[config.mk]
export PLATFORM = sky130hd
export DESIGN_NAME = htx_hdlc_transmit_controller
export DESIGN_NICKNAME = d
export VERILOG_FILES = /design/src/htx_pkg.sv /design/src/htx_hdlc_transmit_controller.sv
export VERILOG_INCLUDE_DIRS = /design/src
export SDC_FILE = /design/constraint.sdc
export NUM_CORES = 1
export LEC_CHECK = 0
export BUFFER_PORTS_ARGS = -buffer_cell sky130_fd_sc_hd__buf_2
export CAP_MARGIN = 25
export CORE_ASPECT_RATIO = 1.4
export CORE_MARGIN = 1.5
export CORE_UTILIZATION = 24
export CTS_CLUSTER_SIZE = 28
export DETAILED_ROUTE_END_ITERATION = 16
export GPL_ROUTABILITY_DRIVEN = 0
export PLACE_DENSITY = 0.42
export SLEW_MARGIN = 20
export SYNTH_ARGS = -nofsm -noshare
export SYNTH_HDL_FRONTEND = slang
export SYNTH_SLANG_ARGS = --single-unit
[constraint.sdc]
create_clock -name core_clk -period 4.9 [get_ports core_clk]
set_input_delay 0.98 -clock core_clk [delete_from_list [all_inputs] [get_ports core_clk]]
set_output_delay 0.98 -clock core_clk [all_outputs]
set_load 0.02 [all_outputs]
[src/htx_tx_defs.svh]
// Purpose: Offsets, field positions, codes and counts of the HDLC transmit controller
// Assumes: Register indices are word addresses on the Avalon-MM slave
// Notes: Definitions only
`ifndef HTX_TX_DEFS_SVH
`define HTX_TX_DEFS_SVH
// Register indices of port 1
`define HTX_IDX_CTRL1 12'h110
`define HTX_IDX_SUPP 12'h111
`define HTX_IDX_BOC 12'h112
`define HTX_IDX_CTRL2 12'h113
`define HTX_IDX_CFG 12'h115
`define HTX_IDX_FIFO 12'h116
`define HTX_IDX_STAT 12'h117
`define HTX_PORT_STRIDE 12'h200
// Control register one fields
`define HTX_B_FLAGS2 7
`define HTX_B_LOOP 6
`define HTX_B_SRST 5
`define HTX_B_MAP 4
`define HTX_B_FILL 3
`define HTX_B_EOM 2
`define HTX_B_NOSTUFF 1
`define HTX_B_NOCRC 0
// Control register two fields
`define HTX_B_ABORT 7
`define HTX_B_BOC 6
`define HTX_B_EN 5
// Local config fields
`define HTX_B_E1 0
`define HTX_B_FDLEN 1
// Line patterns
`define HTX_FLAG_BYTE 8'h7e
`define HTX_IDLE_BYTE 8'hff
`define HTX_ABORT_BYTE 8'hfe
`define HTX_CRC_INIT 16'hffff
`define HTX_CRC_POLY 16'h8408
`define HTX_BOC_ONES 8'hff
// Reset defaults and timing
`define HTX_RST_VAL 8'h00
`define HTX_RST_BUSY 8'h10
`endif

[src/htx_pkg.sv]
// Purpose: Types shared by the HDLC transmit controller
// Assumes: Nothing beyond SystemVerilog packed types
// Notes: Constants live in htx_tx_defs.svh
package htx_pkg;
   typedef enum logic [2:0] {
      HTX_IDLE = 3'b000,
      HTX_FLAG = 3'b001,
      HTX_DATA = 3'b010,
      HTX_CRC_LO = 3'b011,
      HTX_CRC_HI = 3'b100,
      HTX_CLOSE = 3'b101,
      HTX_ABORT = 3'b110
   } htx_state_t;
   typedef struct packed {
      logic [7:0] data;
      logic eom;
      logic loop;
   } htx_entry_t;
   typedef struct packed {
      logic strobe;
      logic [4:0] timeslot;
      logic [2:0] bit_index;
      logic fdl_slot;
   } htx_slot_t;
   typedef struct packed {
      logic insert;
      logic data;
   } htx_out_t;
endpackage

[src/htx_hdlc_transmit_controller.sv]
// Purpose: HDLC transmit controller of one framer port
// Assumes: tx_slot comes from framer logic on core_clk, one strobe per line bit
// Notes: Avalon-MM slave answers every access after one wait cycle
//
// Functional notes
// One flag between messages, two with flag_count_select.
// Loop bit before last byte repeats the message.
// Loop cleared: finish message, then flags until new data.
// New message ends loop: flags, then new message.
// Soft reset empties FIFO, sends abort, then fill.
// Soft reset bit set by software, cleared by hardware.
// Mapping select: channel, or data link when enabled.
// Fill between messages is 7e or ff.
// End-of-message bit before last byte closes the message.
// Two CRC bytes end each message unless checksum_defeat.
// Zero after five ones in the message unless stuffer_defeat.
// Each suppress bit removes its channel bit.
// Abort rising edge empties FIFO, sends one fe, then fill.
// T1 only: send_bit_oriented_code sends the six-bit code.
// Controller works only while controller_enable is set; the bit-oriented code is still inserted when it is clear.
// Timeslot select takes effect only at a soft reset.
// Port copy sits at base plus 200h times port index minus one.
// Host bytes enter the FIFO and leave in order.
// Control register one resets to zero.
//
// Chosen here: the Avalon-MM register port.
`include "htx_tx_defs.svh"
`timescale 1ns/100ps
`default_nettype none
module htx_hdlc_transmit_controller #(
   parameter logic [3:0] PORT_NUM = 4'd1
) (
   // Clock and reset
   input wire logic core_clk,
   input wire logic nrst,
   // Avalon-MM slave, word addressed
   input wire logic [11:0] avs_address,
   input wire logic avs_read,
   input wire logic avs_write,
   input wire logic [31:0] avs_writedata,
   output var logic [31:0] avs_readdata,
   output var logic avs_waitrequest,
   // Framer transmit timing
   input wire htx_pkg::htx_slot_t tx_slot,
   // HDLC bit toward the framer
   output var htx_pkg::htx_out_t tx_out
);

   // Port copy placement
   localparam logic [11:0] PORT_BASE = 12'(`HTX_PORT_STRIDE * 12'(PORT_NUM - 4'd1));

   // CRC-16 one bit step, LSB first
   function automatic logic [15:0] crc_step(input logic [15:0] c, input logic b);
      crc_step = (c >> 1) ^ (((c[0] ^ b) == 1'b1) ? `HTX_CRC_POLY : 16'h0000);
   endfunction

   // Software registers
   logic [7:0] ctrl1;
   logic [7:0] suppress;
   logic [7:0] ctrl2;
   logic [5:0] boc_code;
   logic [1:0] cfg;
   logic [4:0] active_ts;
   logic [7:0] rst_cnt;

   // FIFO storage; base_ptr marks the message in flight
   htx_pkg::htx_entry_t fifo_mem [0:63];
   logic [6:0] wr_ptr;
   logic [6:0] rd_ptr;
   logic [6:0] base_ptr;

   // Bit engine
   htx_pkg::htx_state_t state;
   logic [7:0] sreg;
   logic [3:0] bits_left;
   logic [2:0] ones;
   logic stuff_on;
   logic crc_on;
   logic [15:0] crc;
   logic cur_eom;
   logic cur_loop;
   logic [15:0] boc_sreg;

   // Bus decode
   logic req;
   logic bus_take;
   logic [11:0] reg_idx;
   logic wr_ctrl1;
   logic wr_ctrl2;
   logic wr_fifo;
   logic [31:0] rd_mux;
   assign req = avs_read | avs_write;
   assign bus_take = req & ~avs_waitrequest;
   assign reg_idx = avs_address - PORT_BASE;
   assign wr_ctrl1 = bus_take & avs_write & (reg_idx == `HTX_IDX_CTRL1);
   assign wr_ctrl2 = bus_take & avs_write & (reg_idx == `HTX_IDX_CTRL2);
   assign wr_fifo = bus_take & avs_write & (reg_idx == `HTX_IDX_FIFO);

   // FIFO state
   logic [6:0] fill_cnt;
   logic fifo_full;
   logic fifo_empty;
   logic fifo_push;
   logic rst_busy;
   logic rst_start;
   logic rst_done;
   logic abort_edge;
   logic flush;
   assign fill_cnt = wr_ptr - base_ptr;
   assign fifo_full = fill_cnt[6];
   assign fifo_empty = (rd_ptr == wr_ptr);
   assign rst_busy = ctrl1[`HTX_B_SRST];
   assign fifo_push = wr_fifo & ~fifo_full & ~rst_busy;
   assign rst_start = wr_ctrl1 & avs_writedata[`HTX_B_SRST] & ~rst_busy;
   assign rst_done = rst_busy & (rst_cnt == 8'h01);
   assign abort_edge = wr_ctrl2 & avs_writedata[`HTX_B_ABORT] & ~ctrl2[`HTX_B_ABORT];
   assign flush = abort_edge | rst_start;

   // Read mux; unmapped and write-only addresses read zero
   assign rd_mux = (reg_idx == `HTX_IDX_CTRL1) ? {24'h000000, ctrl1} :
                   (reg_idx == `HTX_IDX_SUPP) ? {24'h000000, suppress} :
                   (reg_idx == `HTX_IDX_BOC) ? {26'h0000000, boc_code} :
                   (reg_idx == `HTX_IDX_CTRL2) ? {24'h000000, ctrl2} :
                   (reg_idx == `HTX_IDX_CFG) ? {30'h00000000, cfg} :
                   (reg_idx == `HTX_IDX_STAT) ?
                      {20'h00000, state, fifo_full, fifo_empty, fill_cnt} :
                   32'h00000000;

   // Slot selection: unsuppressed channel bit, or data link bit
   logic slot_hit;
   logic boc_go;
   logic grant;
   assign slot_hit = ctrl1[`HTX_B_MAP] ?
                     (cfg[`HTX_B_FDLEN] & tx_slot.fdl_slot) :
                     ((tx_slot.timeslot == active_ts) &
                      ~suppress[tx_slot.bit_index]);
   assign boc_go = tx_slot.strobe & tx_slot.fdl_slot & ~cfg[`HTX_B_E1] &
                   ctrl2[`HTX_B_BOC];
   assign grant = tx_slot.strobe & ctrl2[`HTX_B_EN] & ~rst_busy & slot_hit & ~boc_go;

   // Byte boundary and stuffing
   logic stuff_now;
   logic at_bound;
   logic rewind;
   logic [6:0] head_ptr;
   htx_pkg::htx_entry_t head;
   logic [7:0] fill_byte;
   assign stuff_now = stuff_on & (ones == 3'd5);
   assign at_bound = (bits_left == 4'd0) & ~stuff_now;
   assign rewind = cur_loop & ctrl1[`HTX_B_LOOP] & fifo_empty;
   assign head_ptr = ((state == htx_pkg::HTX_CLOSE) & rewind) ? base_ptr : rd_ptr;
   assign head = fifo_mem[head_ptr[5:0]];
   assign fill_byte = ctrl1[`HTX_B_FILL] ? `HTX_IDLE_BYTE : `HTX_FLAG_BYTE;

   // Choice of the next byte at a boundary
   htx_pkg::htx_state_t nb_state;
   logic [7:0] nb_byte;
   logic nb_stuff;
   logic nb_crc;
   logic nb_pop;
   logic nb_start;
   always_comb begin
      nb_state = htx_pkg::HTX_IDLE;
      nb_byte = fill_byte;
      nb_stuff = 1'b0;
      nb_crc = 1'b0;
      nb_pop = 1'b0;
      nb_start = 1'b0;
      case (state)
         htx_pkg::HTX_IDLE: begin
            if (!fifo_empty) begin
               nb_state = htx_pkg::HTX_FLAG;
               nb_byte = `HTX_FLAG_BYTE;
            end
         end
         htx_pkg::HTX_FLAG: begin
            if (!fifo_empty) begin
               nb_state = htx_pkg::HTX_DATA;
               nb_byte = head.data;
               nb_stuff = ~ctrl1[`HTX_B_NOSTUFF];
               nb_crc = 1'b1;
               nb_pop = 1'b1;
               nb_start = 1'b1;
            end
         end
         htx_pkg::HTX_DATA: begin
            if (cur_eom && !ctrl1[`HTX_B_NOCRC]) begin
               nb_state = htx_pkg::HTX_CRC_LO;
               nb_byte = ~crc[7:0];
               nb_stuff = ~ctrl1[`HTX_B_NOSTUFF];
            end else if (cur_eom) begin
               nb_state = htx_pkg::HTX_CLOSE;
               nb_byte = `HTX_FLAG_BYTE;
            end else if (!fifo_empty) begin
               nb_state = htx_pkg::HTX_DATA;
               nb_byte = head.data;
               nb_stuff = ~ctrl1[`HTX_B_NOSTUFF];
               nb_crc = 1'b1;
               nb_pop = 1'b1;
            end else begin
               // Underrun cannot close cleanly, so abort
               nb_state = htx_pkg::HTX_ABORT;
               nb_byte = `HTX_ABORT_BYTE;
            end
         end
         htx_pkg::HTX_CRC_LO: begin
            nb_state = htx_pkg::HTX_CRC_HI;
            nb_byte = ~crc[15:8];
            nb_stuff = ~ctrl1[`HTX_B_NOSTUFF];
         end
         htx_pkg::HTX_CRC_HI: begin
            nb_state = htx_pkg::HTX_CLOSE;
            nb_byte = `HTX_FLAG_BYTE;
         end
         htx_pkg::HTX_CLOSE: begin
            if (!fifo_empty || rewind) begin
               if (ctrl1[`HTX_B_FLAGS2]) begin
                  nb_state = htx_pkg::HTX_FLAG;
                  nb_byte = `HTX_FLAG_BYTE;
               end else begin
                  nb_state = htx_pkg::HTX_DATA;
                  nb_byte = head.data;
                  nb_stuff = ~ctrl1[`HTX_B_NOSTUFF];
                  nb_crc = 1'b1;
                  nb_pop = 1'b1;
                  nb_start = 1'b1;
               end
            end
         end
         default: begin
            nb_state = htx_pkg::HTX_IDLE;
         end
      endcase
   end

   // Source of the bit sent in this slot
   logic [7:0] src_byte;
   logic src_stuff;
   logic src_crc;
   logic [15:0] src_crcv;
   logic emit_bit;
   assign src_byte = at_bound ? nb_byte : sreg;
   assign src_stuff = at_bound ? nb_stuff : stuff_on;
   assign src_crc = at_bound ? nb_crc : crc_on;
   assign src_crcv = (at_bound & nb_start) ? `HTX_CRC_INIT : crc;
   assign emit_bit = stuff_now ? 1'b0 : src_byte[0];

   // Avalon handshake: one wait cycle, then the access is taken
   always_ff @(posedge core_clk or negedge nrst) begin
      if (!nrst) begin
         avs_waitrequest <= 1'b1;
         avs_readdata <= 32'h00000000;
      end else begin
         avs_waitrequest <= ~(req & avs_waitrequest);
         if (req & avs_waitrequest) begin
            avs_readdata <= rd_mux;
         end
      end
   end

   // Software registers; a write setting soft reset wins over its self-clear
   always_ff @(posedge core_clk or negedge nrst) begin
      if (!nrst) begin
         ctrl1 <= `HTX_RST_VAL;
         suppress <= `HTX_RST_VAL;
         ctrl2 <= `HTX_RST_VAL;
         boc_code <= 6'h00;
         cfg <= 2'h0;
      end else begin
         if (wr_ctrl1) begin
            ctrl1 <= avs_writedata[7:0] | {2'h0, rst_busy & ~rst_done, 5'h00};
         end else if (rst_done) begin
            ctrl1[`HTX_B_SRST] <= 1'b0;
         end else if (fifo_push) begin
            ctrl1[`HTX_B_EOM] <= 1'b0;
         end
         if (wr_ctrl2) begin
            ctrl2 <= avs_writedata[7:0];
         end
         if (bus_take & avs_write & (reg_idx == `HTX_IDX_SUPP)) begin
            suppress <= avs_writedata[7:0];
         end
         if (bus_take & avs_write & (reg_idx == `HTX_IDX_BOC)) begin
            boc_code <= avs_writedata[5:0];
         end
         if (bus_take & avs_write & (reg_idx == `HTX_IDX_CFG)) begin
            cfg <= avs_writedata[1:0];
         end
      end
   end

   // Soft reset sequencer; the timeslot is latched only here
   always_ff @(posedge core_clk or negedge nrst) begin
      if (!nrst) begin
         rst_cnt <= 8'h00;
         active_ts <= 5'h00;
      end else begin
         if (rst_start) begin
            rst_cnt <= `HTX_RST_BUSY;
         end else if (rst_cnt != 8'h00) begin
            rst_cnt <= rst_cnt - 8'h01;
         end
         if (rst_done) begin
            active_ts <= ctrl2[4:0];
         end
      end
   end

   // FIFO storage, no reset needed on the array
   always_ff @(posedge core_clk) begin
      if (fifo_push) begin
         fifo_mem[wr_ptr[5:0]] <= {avs_writedata[7:0],
                                   ctrl1[`HTX_B_EOM] | ctrl1[`HTX_B_LOOP],
                                   ctrl1[`HTX_B_LOOP]};
      end
   end

   // FIFO pointers and bit engine
   always_ff @(posedge core_clk or negedge nrst) begin
      if (!nrst) begin
         wr_ptr <= 7'h00;
         rd_ptr <= 7'h00;
         base_ptr <= 7'h00;
         state <= htx_pkg::HTX_IDLE;
         sreg <= 8'h00;
         bits_left <= 4'h0;
         ones <= 3'h0;
         stuff_on <= 1'b0;
         crc_on <= 1'b0;
         crc <= 16'h0000;
         cur_eom <= 1'b0;
         cur_loop <= 1'b0;
      end else if (flush) begin
         wr_ptr <= 7'h00;
         rd_ptr <= 7'h00;
         base_ptr <= 7'h00;
         state <= htx_pkg::HTX_ABORT;
         sreg <= `HTX_ABORT_BYTE;
         bits_left <= 4'h8;
         ones <= 3'h0;
         stuff_on <= 1'b0;
         crc_on <= 1'b0;
         cur_eom <= 1'b0;
         cur_loop <= 1'b0;
      end else begin
         if (fifo_push) begin
            wr_ptr <= wr_ptr + 7'h01;
         end
         if (grant & stuff_now) begin
            ones <= 3'h0;
         end else if (grant) begin
            sreg <= src_byte >> 1;
            bits_left <= at_bound ? 4'h7 : bits_left - 4'h1;
            ones <= (src_stuff & emit_bit) ? ones + 3'h1 : 3'h0;
            stuff_on <= src_stuff;
            crc_on <= src_crc;
            crc <= src_crc ? crc_step(src_crcv, emit_bit) : src_crcv;
            if (at_bound) begin
               state <= nb_state;
               if ((state == htx_pkg::HTX_CLOSE) & rewind) begin
                  rd_ptr <= base_ptr;
               end
               if (nb_start) begin
                  base_ptr <= head_ptr;
               end else if (nb_state == htx_pkg::HTX_IDLE) begin
                  base_ptr <= rd_ptr;
               end
               if (nb_pop) begin
                  rd_ptr <= head_ptr + 7'h01;
                  cur_eom <= head.eom;
                  cur_loop <= head.loop;
               end
            end
         end
      end
   end

   // Bit-oriented code: eight ones, zero, six code bits, zero, repeated
   always_ff @(posedge core_clk or negedge nrst) begin
      if (!nrst) begin
         boc_sreg <= 16'h0000;
      end else if (!ctrl2[`HTX_B_BOC]) begin
         boc_sreg <= {1'b0, boc_code, 1'b0, `HTX_BOC_ONES};
      end else if (boc_go) begin
         boc_sreg <= {boc_sreg[0], boc_sreg[15:1]};
      end
   end

   // Registered output toward the framer
   always_ff @(posedge core_clk or negedge nrst) begin
      if (!nrst) begin
         tx_out <= 2'b00;
      end else begin
         tx_out.insert <= grant | boc_go;
         tx_out.data <= boc_go ? boc_sreg[0] : emit_bit;
      end
   end

endmodule
`default_nettype wire

# Word-level counts from Yosys, hierarchy flattened
# Memories as Yosys holds them, arrays and structs flattened.
# Index checks and enable logic that the tools add are counted.
# W data, S select, Z words.
word_totals:
  mem_count: 1
  reg_bits: 155
  word_cells: 235
  ram_bits: 640
  out_inout_bits: 35
op_classes:
  eq_ne: 19
  muxes: 103
  n_addsub: 6
  bitwise_logic: 56
  reduce_logical: 23
  magnitude_cmp: 1
mem_list:
  columns: ["memory", "words", "word_bits", "read_ports", "rd_clocked_by_memory_dff", "wr", "line", "source"]
  rows:
  - ["fifo_mem", 64, 10, 1, 0, 1, "htx_hdlc_transmit_controller.sv:67", "htx_pkg::htx_entry_t fifo_mem [0:63];"]
op_table:
  columns: ["cell", "count"]
  rows:
  - ["$mux W8", 14]
  - ["$mux W7", 14]
  - ["$eq A12 B9 Y1 const B", 7]
  - ["$mux W16", 5]
  - ["$mux W12", 6]
  - ["$pmux W8 S6", 1]
  - ["$mux W1", 40]
  - ["$and A1 B1 Y1", 34]
  - ["$mux W3", 11]
  - ["$pmux W3 S6", 1]
  - ["$mux W4", 4]
  - ["$not A8 Y8", 2]
  - ["$xor A15 B16 Y16", 1]
  - ["$add A7 B1 Y7 const B", 2]
  - ["$reduce_bool A2 Y1", 7]
  - ["$not A1 Y1", 13]
  - ["$eq A3 B3 Y1 const B", 3]
  - ["$eq A8 B1 Y1 const B", 1]
  - ["$or A8 B6 Y8", 1]
  - ["$reduce_and A4 Y1", 2]
  - ["$reduce_bool A8 Y1", 1]
  - ["$sub A8 B1 Y8 const B", 1]
  - ["$eq A7 B7 Y1", 1]
  - ["$sub A7 B7 Y7", 1]
  - ["23 further kinds", 35]

# Logic depth before layout (Yosys ltp)
# An unclocked memory read counts as a cell.
depth:
  depth_word: 16
  ltp_mapped: 18

# Worst setup path before layout
# Ideal clock, no wire load.
synth_path:
  path_kind: "input -> register"
  from: "input avs_address[5]"
  to: "memory fifo_mem[17][0] (netlist name) (enable)"
  arrival_ps: 3600
  slack_ps: 924
  path_buffers: 1
  setup_time_ps: 376
  stages: 8
  cell_sequence: "or4b_1 > nor4_4 > nand2_1 > nor4_1 > clkbuf_1 > nor2b_1 > nand3b_1 > nor2_1"
synth_via:
  elab_chain_cells: 6
synth_rtl:
  columns: ["item", "line", "source"]
  rows:
  - ["from (decl)", "htx_hdlc_transmit_controller.sv:37", "input wire logic [11:0] avs_address,"]
  - ["$eq A12 B9 Y1 (no line)", null, null]
  - ["$and A1 B1 Y1", "htx_hdlc_transmit_controller.sv:97", "assign wr_fifo = bus_take & avs_write & (reg_idx == `HTX_IDX_FIFO);"]
  - ["$and A1 B1 Y1 (2 in a row)", "htx_hdlc_transmit_controller.sv:113", "assign fifo_push = wr_fifo & ~fifo_full & ~rst_busy;"]
  - ["$mux W1", "htx_hdlc_transmit_controller.sv:311", "if (fifo_push) begin"]
  - ["$mux W1", "htx_hdlc_transmit_controller.sv:312", "fifo_mem[wr_ptr[5:0]] <= {avs_writedata[7:0],"]
  - ["to (decl)", "htx_hdlc_transmit_controller.sv:67", null]
# Every way passes these cells.

# Worst setup path in the final report
layout_path:
  from: "register wr_ptr[0]"
  to: "memory fifo_mem[17][5] (netlist name) (enable)"
layout_via:
  elab_chain_cells: 6
layout_rtl:
  columns: ["item", "line", "source"]
  rows:
  - ["from (decl)", "htx_hdlc_transmit_controller.sv:68", "logic [6:0] wr_ptr;"]
  - ["from (signal assigned)", "htx_hdlc_transmit_controller.sv:347", "wr_ptr <= wr_ptr + 7'h01;"]
  - ["$sub A7 B7 Y7", "htx_hdlc_transmit_controller.sv:109", "assign fill_cnt = wr_ptr - base_ptr;"]
  - ["$not A1 Y1", "htx_hdlc_transmit_controller.sv:113", null]
  - ["$and A1 B1 Y1 (2 in a row)", "htx_hdlc_transmit_controller.sv:113", null]
  - ["$mux W1", "htx_hdlc_transmit_controller.sv:311", null]
  - ["$mux W1", "htx_hdlc_transmit_controller.sv:312", null]
# Several ways; a longest one is shown, not always the timed one.

==> impl_metrics.json <==
{
  "ys_ff_latch": 775,
  "slowest_stage": "nand3b_1",
  "cp_slowest_stage_delay_ns": 0.54,
  "crit_buf_inv": 3,
  "drt_iter0_drc": 1399,
  "yosysMostFrequentCell": "edfxtp_1",
  "netlist_instances": 2752,
  "viasPerCell": 4.71,
  "r2r_cells": 14,
  "r2r_slack_ns": 0.42,
  "die_h_um": 446,
  "numCtsBuffers": 80,
  "path_delay_family": "simple AND/OR/NAND/NOR gates",
  "synth-edff-count": 640,
  "yosys.area.top_type_share": 0.570,
  "leakage_nw": 14.0,
  "cts-resized-gates": 0,
  "postRouteAntennaNets": 0,
  "holdWs_ns": 0.285,
  "antenna_found_initial": 2,
  "rsz0062_at_grt": "false",
  "wl_um": 107000,
  "worstMarginPinSlew_ns": 0.996,
  "clk_latency_ns": 0.71,
  "crit_chain": "inv_1 -> ha_1 -> inv_1 -> fa_1 -> a21o_1 -> a21o_1 -> a21o_1 -> a21oi_1 -> xnor2_1 -> nor4_2 -> nor2b_1 -> nand3b_1 -> nor2_1 -> buf_4",
  "overflow": 0,
  "post-route-period-util": 0.914,
  "dieArea_mm2": 0.143,
  "status": "complete, no violations",
  "tritoncts": "done",
  "num_rows": 162,
  "crit_type": "register to register",
  "finalWorstSetupSlack_ns": 0.420,
  "p_per_area_mw_per_mm2": 349,
  "dpl_cell_area_mm2": 0.0371,
  "grt-busiest-layer": "met2",
  "ys_seq_area_frac": 0.671,
  "synth_area_mm2": 0.0337,
  "pin_count": 93,
  "vdd_drop_max_mv": 0.203,
  "met2_usage": 0.275,
  "final_cells": 4790,
  "dr.pass1.iters": 5,
  "pre_cts_ws_ns": 0.554,
  "maxCapViolations": 0,
  "num_vias": 22565,
  "synthFlopType": "edfxtp_1",
  "grt_max_degree": 71,
  "start_kind": "register",
  "start_util": 0.242,
  "post_cts_buffers": 0,
  "grtUsageMet3": 0.0169,
  "synthToLayoutAreaGrowth_pct": 18.1,
  "synth_warnings": 0,
  "cp_common_cell": "a21o_1",
  "hold_buffers": 0,
  "synth_top_cell_by_area": "edfxtp_1",
  "htreeDepth": 3,
  "fmax_ghz": 0.223,
  "critPathMaxFanout": 9,
  "timing.rr.end": "fifo_mem[17][5]",
  "grt_pass1_vias": 22584,
  "cp-end-kind": "register",
  "grt_usage": 0.149,
  "io_buffers": 48,
  "drv_slew": 0,
  "avgSynthCellArea_um2": 12.2,
  "place_inst": 4641,
  "fin_nets": 2991,
  "clock_skew_ns": 0.0352,
  "path_clk_slew_ns": 0.06,
  "cp_data_required_time_ns": 5.30,
  "r2r_start": "wr_ptr[0]",
  "drive_gt1_frac": 0.157,
  "worst_slew_margin_rel": 0.334,
  "coreArea_mm2": 0.139,
  "ys_types": 90,
  "finalSetupViolations": 0,
  "critPathArrivalTime_ns": 4.88,
  "synthArstFlopShare": 0.174,
  "tns_ns": 0,
  "grt_pass1_wl_um": 157000,
  "hold_viol_final": 0,
  "cts-root-buf": "clkbuf_16",
  "use_met1": 0.174,
  "synthTopCellsByArea": "edfxtp_1, dfrtp_1, nand2_1",
  "die_w_um": 320,
  "min_period_ns": 4.48,
  "remaining_drc_errors": 0,
  "hp-class": "input pin to asynchronous set/reset pin",
  "clock_sinks": 775,
  "clk_path_buf_depth": 3,
  "wire_per_inst_um": 22.4,
  "nFillCells": 14198,
  "place.detailed.hpwl_um": 71100,
  "synth_common_cells": "edfxtp_1, nand2_1, nand3_1",
  "fin_area_mm2": 0.0398
}
[through the flow]
stage / power [mW] / util
floorplan: 7.55 / -
global placement: 7.73 / 0.267
detailed placement: 7.74 / 0.267
CTS: 14.1 / 0.286
global route: 14.3 / 0.286
finish: 13.9 / 0.286
[state kept, by name, indices dropped and copies added (netlist names), 8 cells and up]
register,flops
avs_readdata,12
boc_sreg,16
crc,16
ctrl1,8
ctrl2,8
fifo_mem,640
rst_cnt,8
sreg,8
suppress,8
[cell families after synthesis]
| kind of cell | Yosys count | share of synthesized area |
|---|---|---|
| simple gates | 1102 | 0.146 |
| flops | 775 | 0.671 |
| compound gates | 493 | 0.101 |
| buf+inv | 227 | 0.0322 |
| mux | 103 | 0.0336 |
| xor+xnor | 37 | 0.0110 |
| fa+ha+maj | 14 | 0.00542 |
| other cells | 1 | 0.000111 |
[worst reg2reg max path, delay by kind of cell (launching register included)]
kind / cells / cell delay [ns]
compound gates: 4 / 0.72
flops: 1 / 0.52
buf+inv: 3 / 0.48
xor+xnor: 1 / 0.15
simple gates: 4 / 1.76
fa+ha+maj: 2 / 0.56
[metal layers]
layer | routed length [µm] | part of all wire
met5 | 8 | 0.000075
met4 | 3510 | 0.033
met3 | 3290 | 0.031
met2 | 56700 | 0.53
met1 | 43800 | 0.41
[power by group]
group / total [mW] / internal, mW / switching (mW)
combinational: 0.350 / 0.105 / 0.245
sequential: 7.24 / 7.19 / 0.0506
clock: 6.29 / 3.56 / 2.73
[how the worst max path moves through the flow]
stage / start / to / slack [ns] / cells past startpoint
floorplan: avs_address[5] / fifo_mem[17][0] / 0.92 / 8
global placement: wr_ptr[0] / fifo_mem[17][5] / 0.61 / 14
detailed placement: wr_ptr[0] / fifo_mem[17][5] / 0.55 / 14
CTS: wr_ptr[0] / fifo_mem[17][5] / 0.55 / 14
global route: wr_ptr[0] / fifo_mem[17][8] / 0.25 / 14
finish: wr_ptr[0] / fifo_mem[17][5] / 0.42 / 14
[final cells by class]
cell class                 instances  area, µm²  share of cell area
inverter                          35        141             0.00355
clock buffer                     104       2180              0.0549
clock inverter                    44        504              0.0127
antenna                            1       2.50           0.0000629
multi-input combinational       1769      10100               0.254
tap                             1804       2260              0.0567
sequential                       775      22600               0.568
timing repair buffer             258       2000              0.0502
[placed cells by master (no fill, tap or decap), types with 10 or more instances in the layout]
master,count
a2111oi_0,11
a211oi_1,21
a21oi_1,85
a221oi_1,14
a22o_1,15
a22oi_1,14
a311oi_1,54
a31oi_1,58
and3_1,66
buf_12,14
buf_2,47
buf_4,196
clkbuf_1,13
clkbuf_16,80
clkinv_1,10
clkinv_2,16
conb_1,20
dfrtp_1,133
edfxtp_1,640
ha_1,13
inv_1,32
mux2_2,37
mux2i_1,60
nand2_1,590
nand2b_1,17
nand3_1,167
nand4_1,10
nor2_1,154
nor2b_1,10
nor3_1,20
nor4_1,19
o21ai_0,89
o221ai_1,10
o22ai_1,23
xnor2_1,17
xor2_1,14
Power figures use the tool's default switching activity.
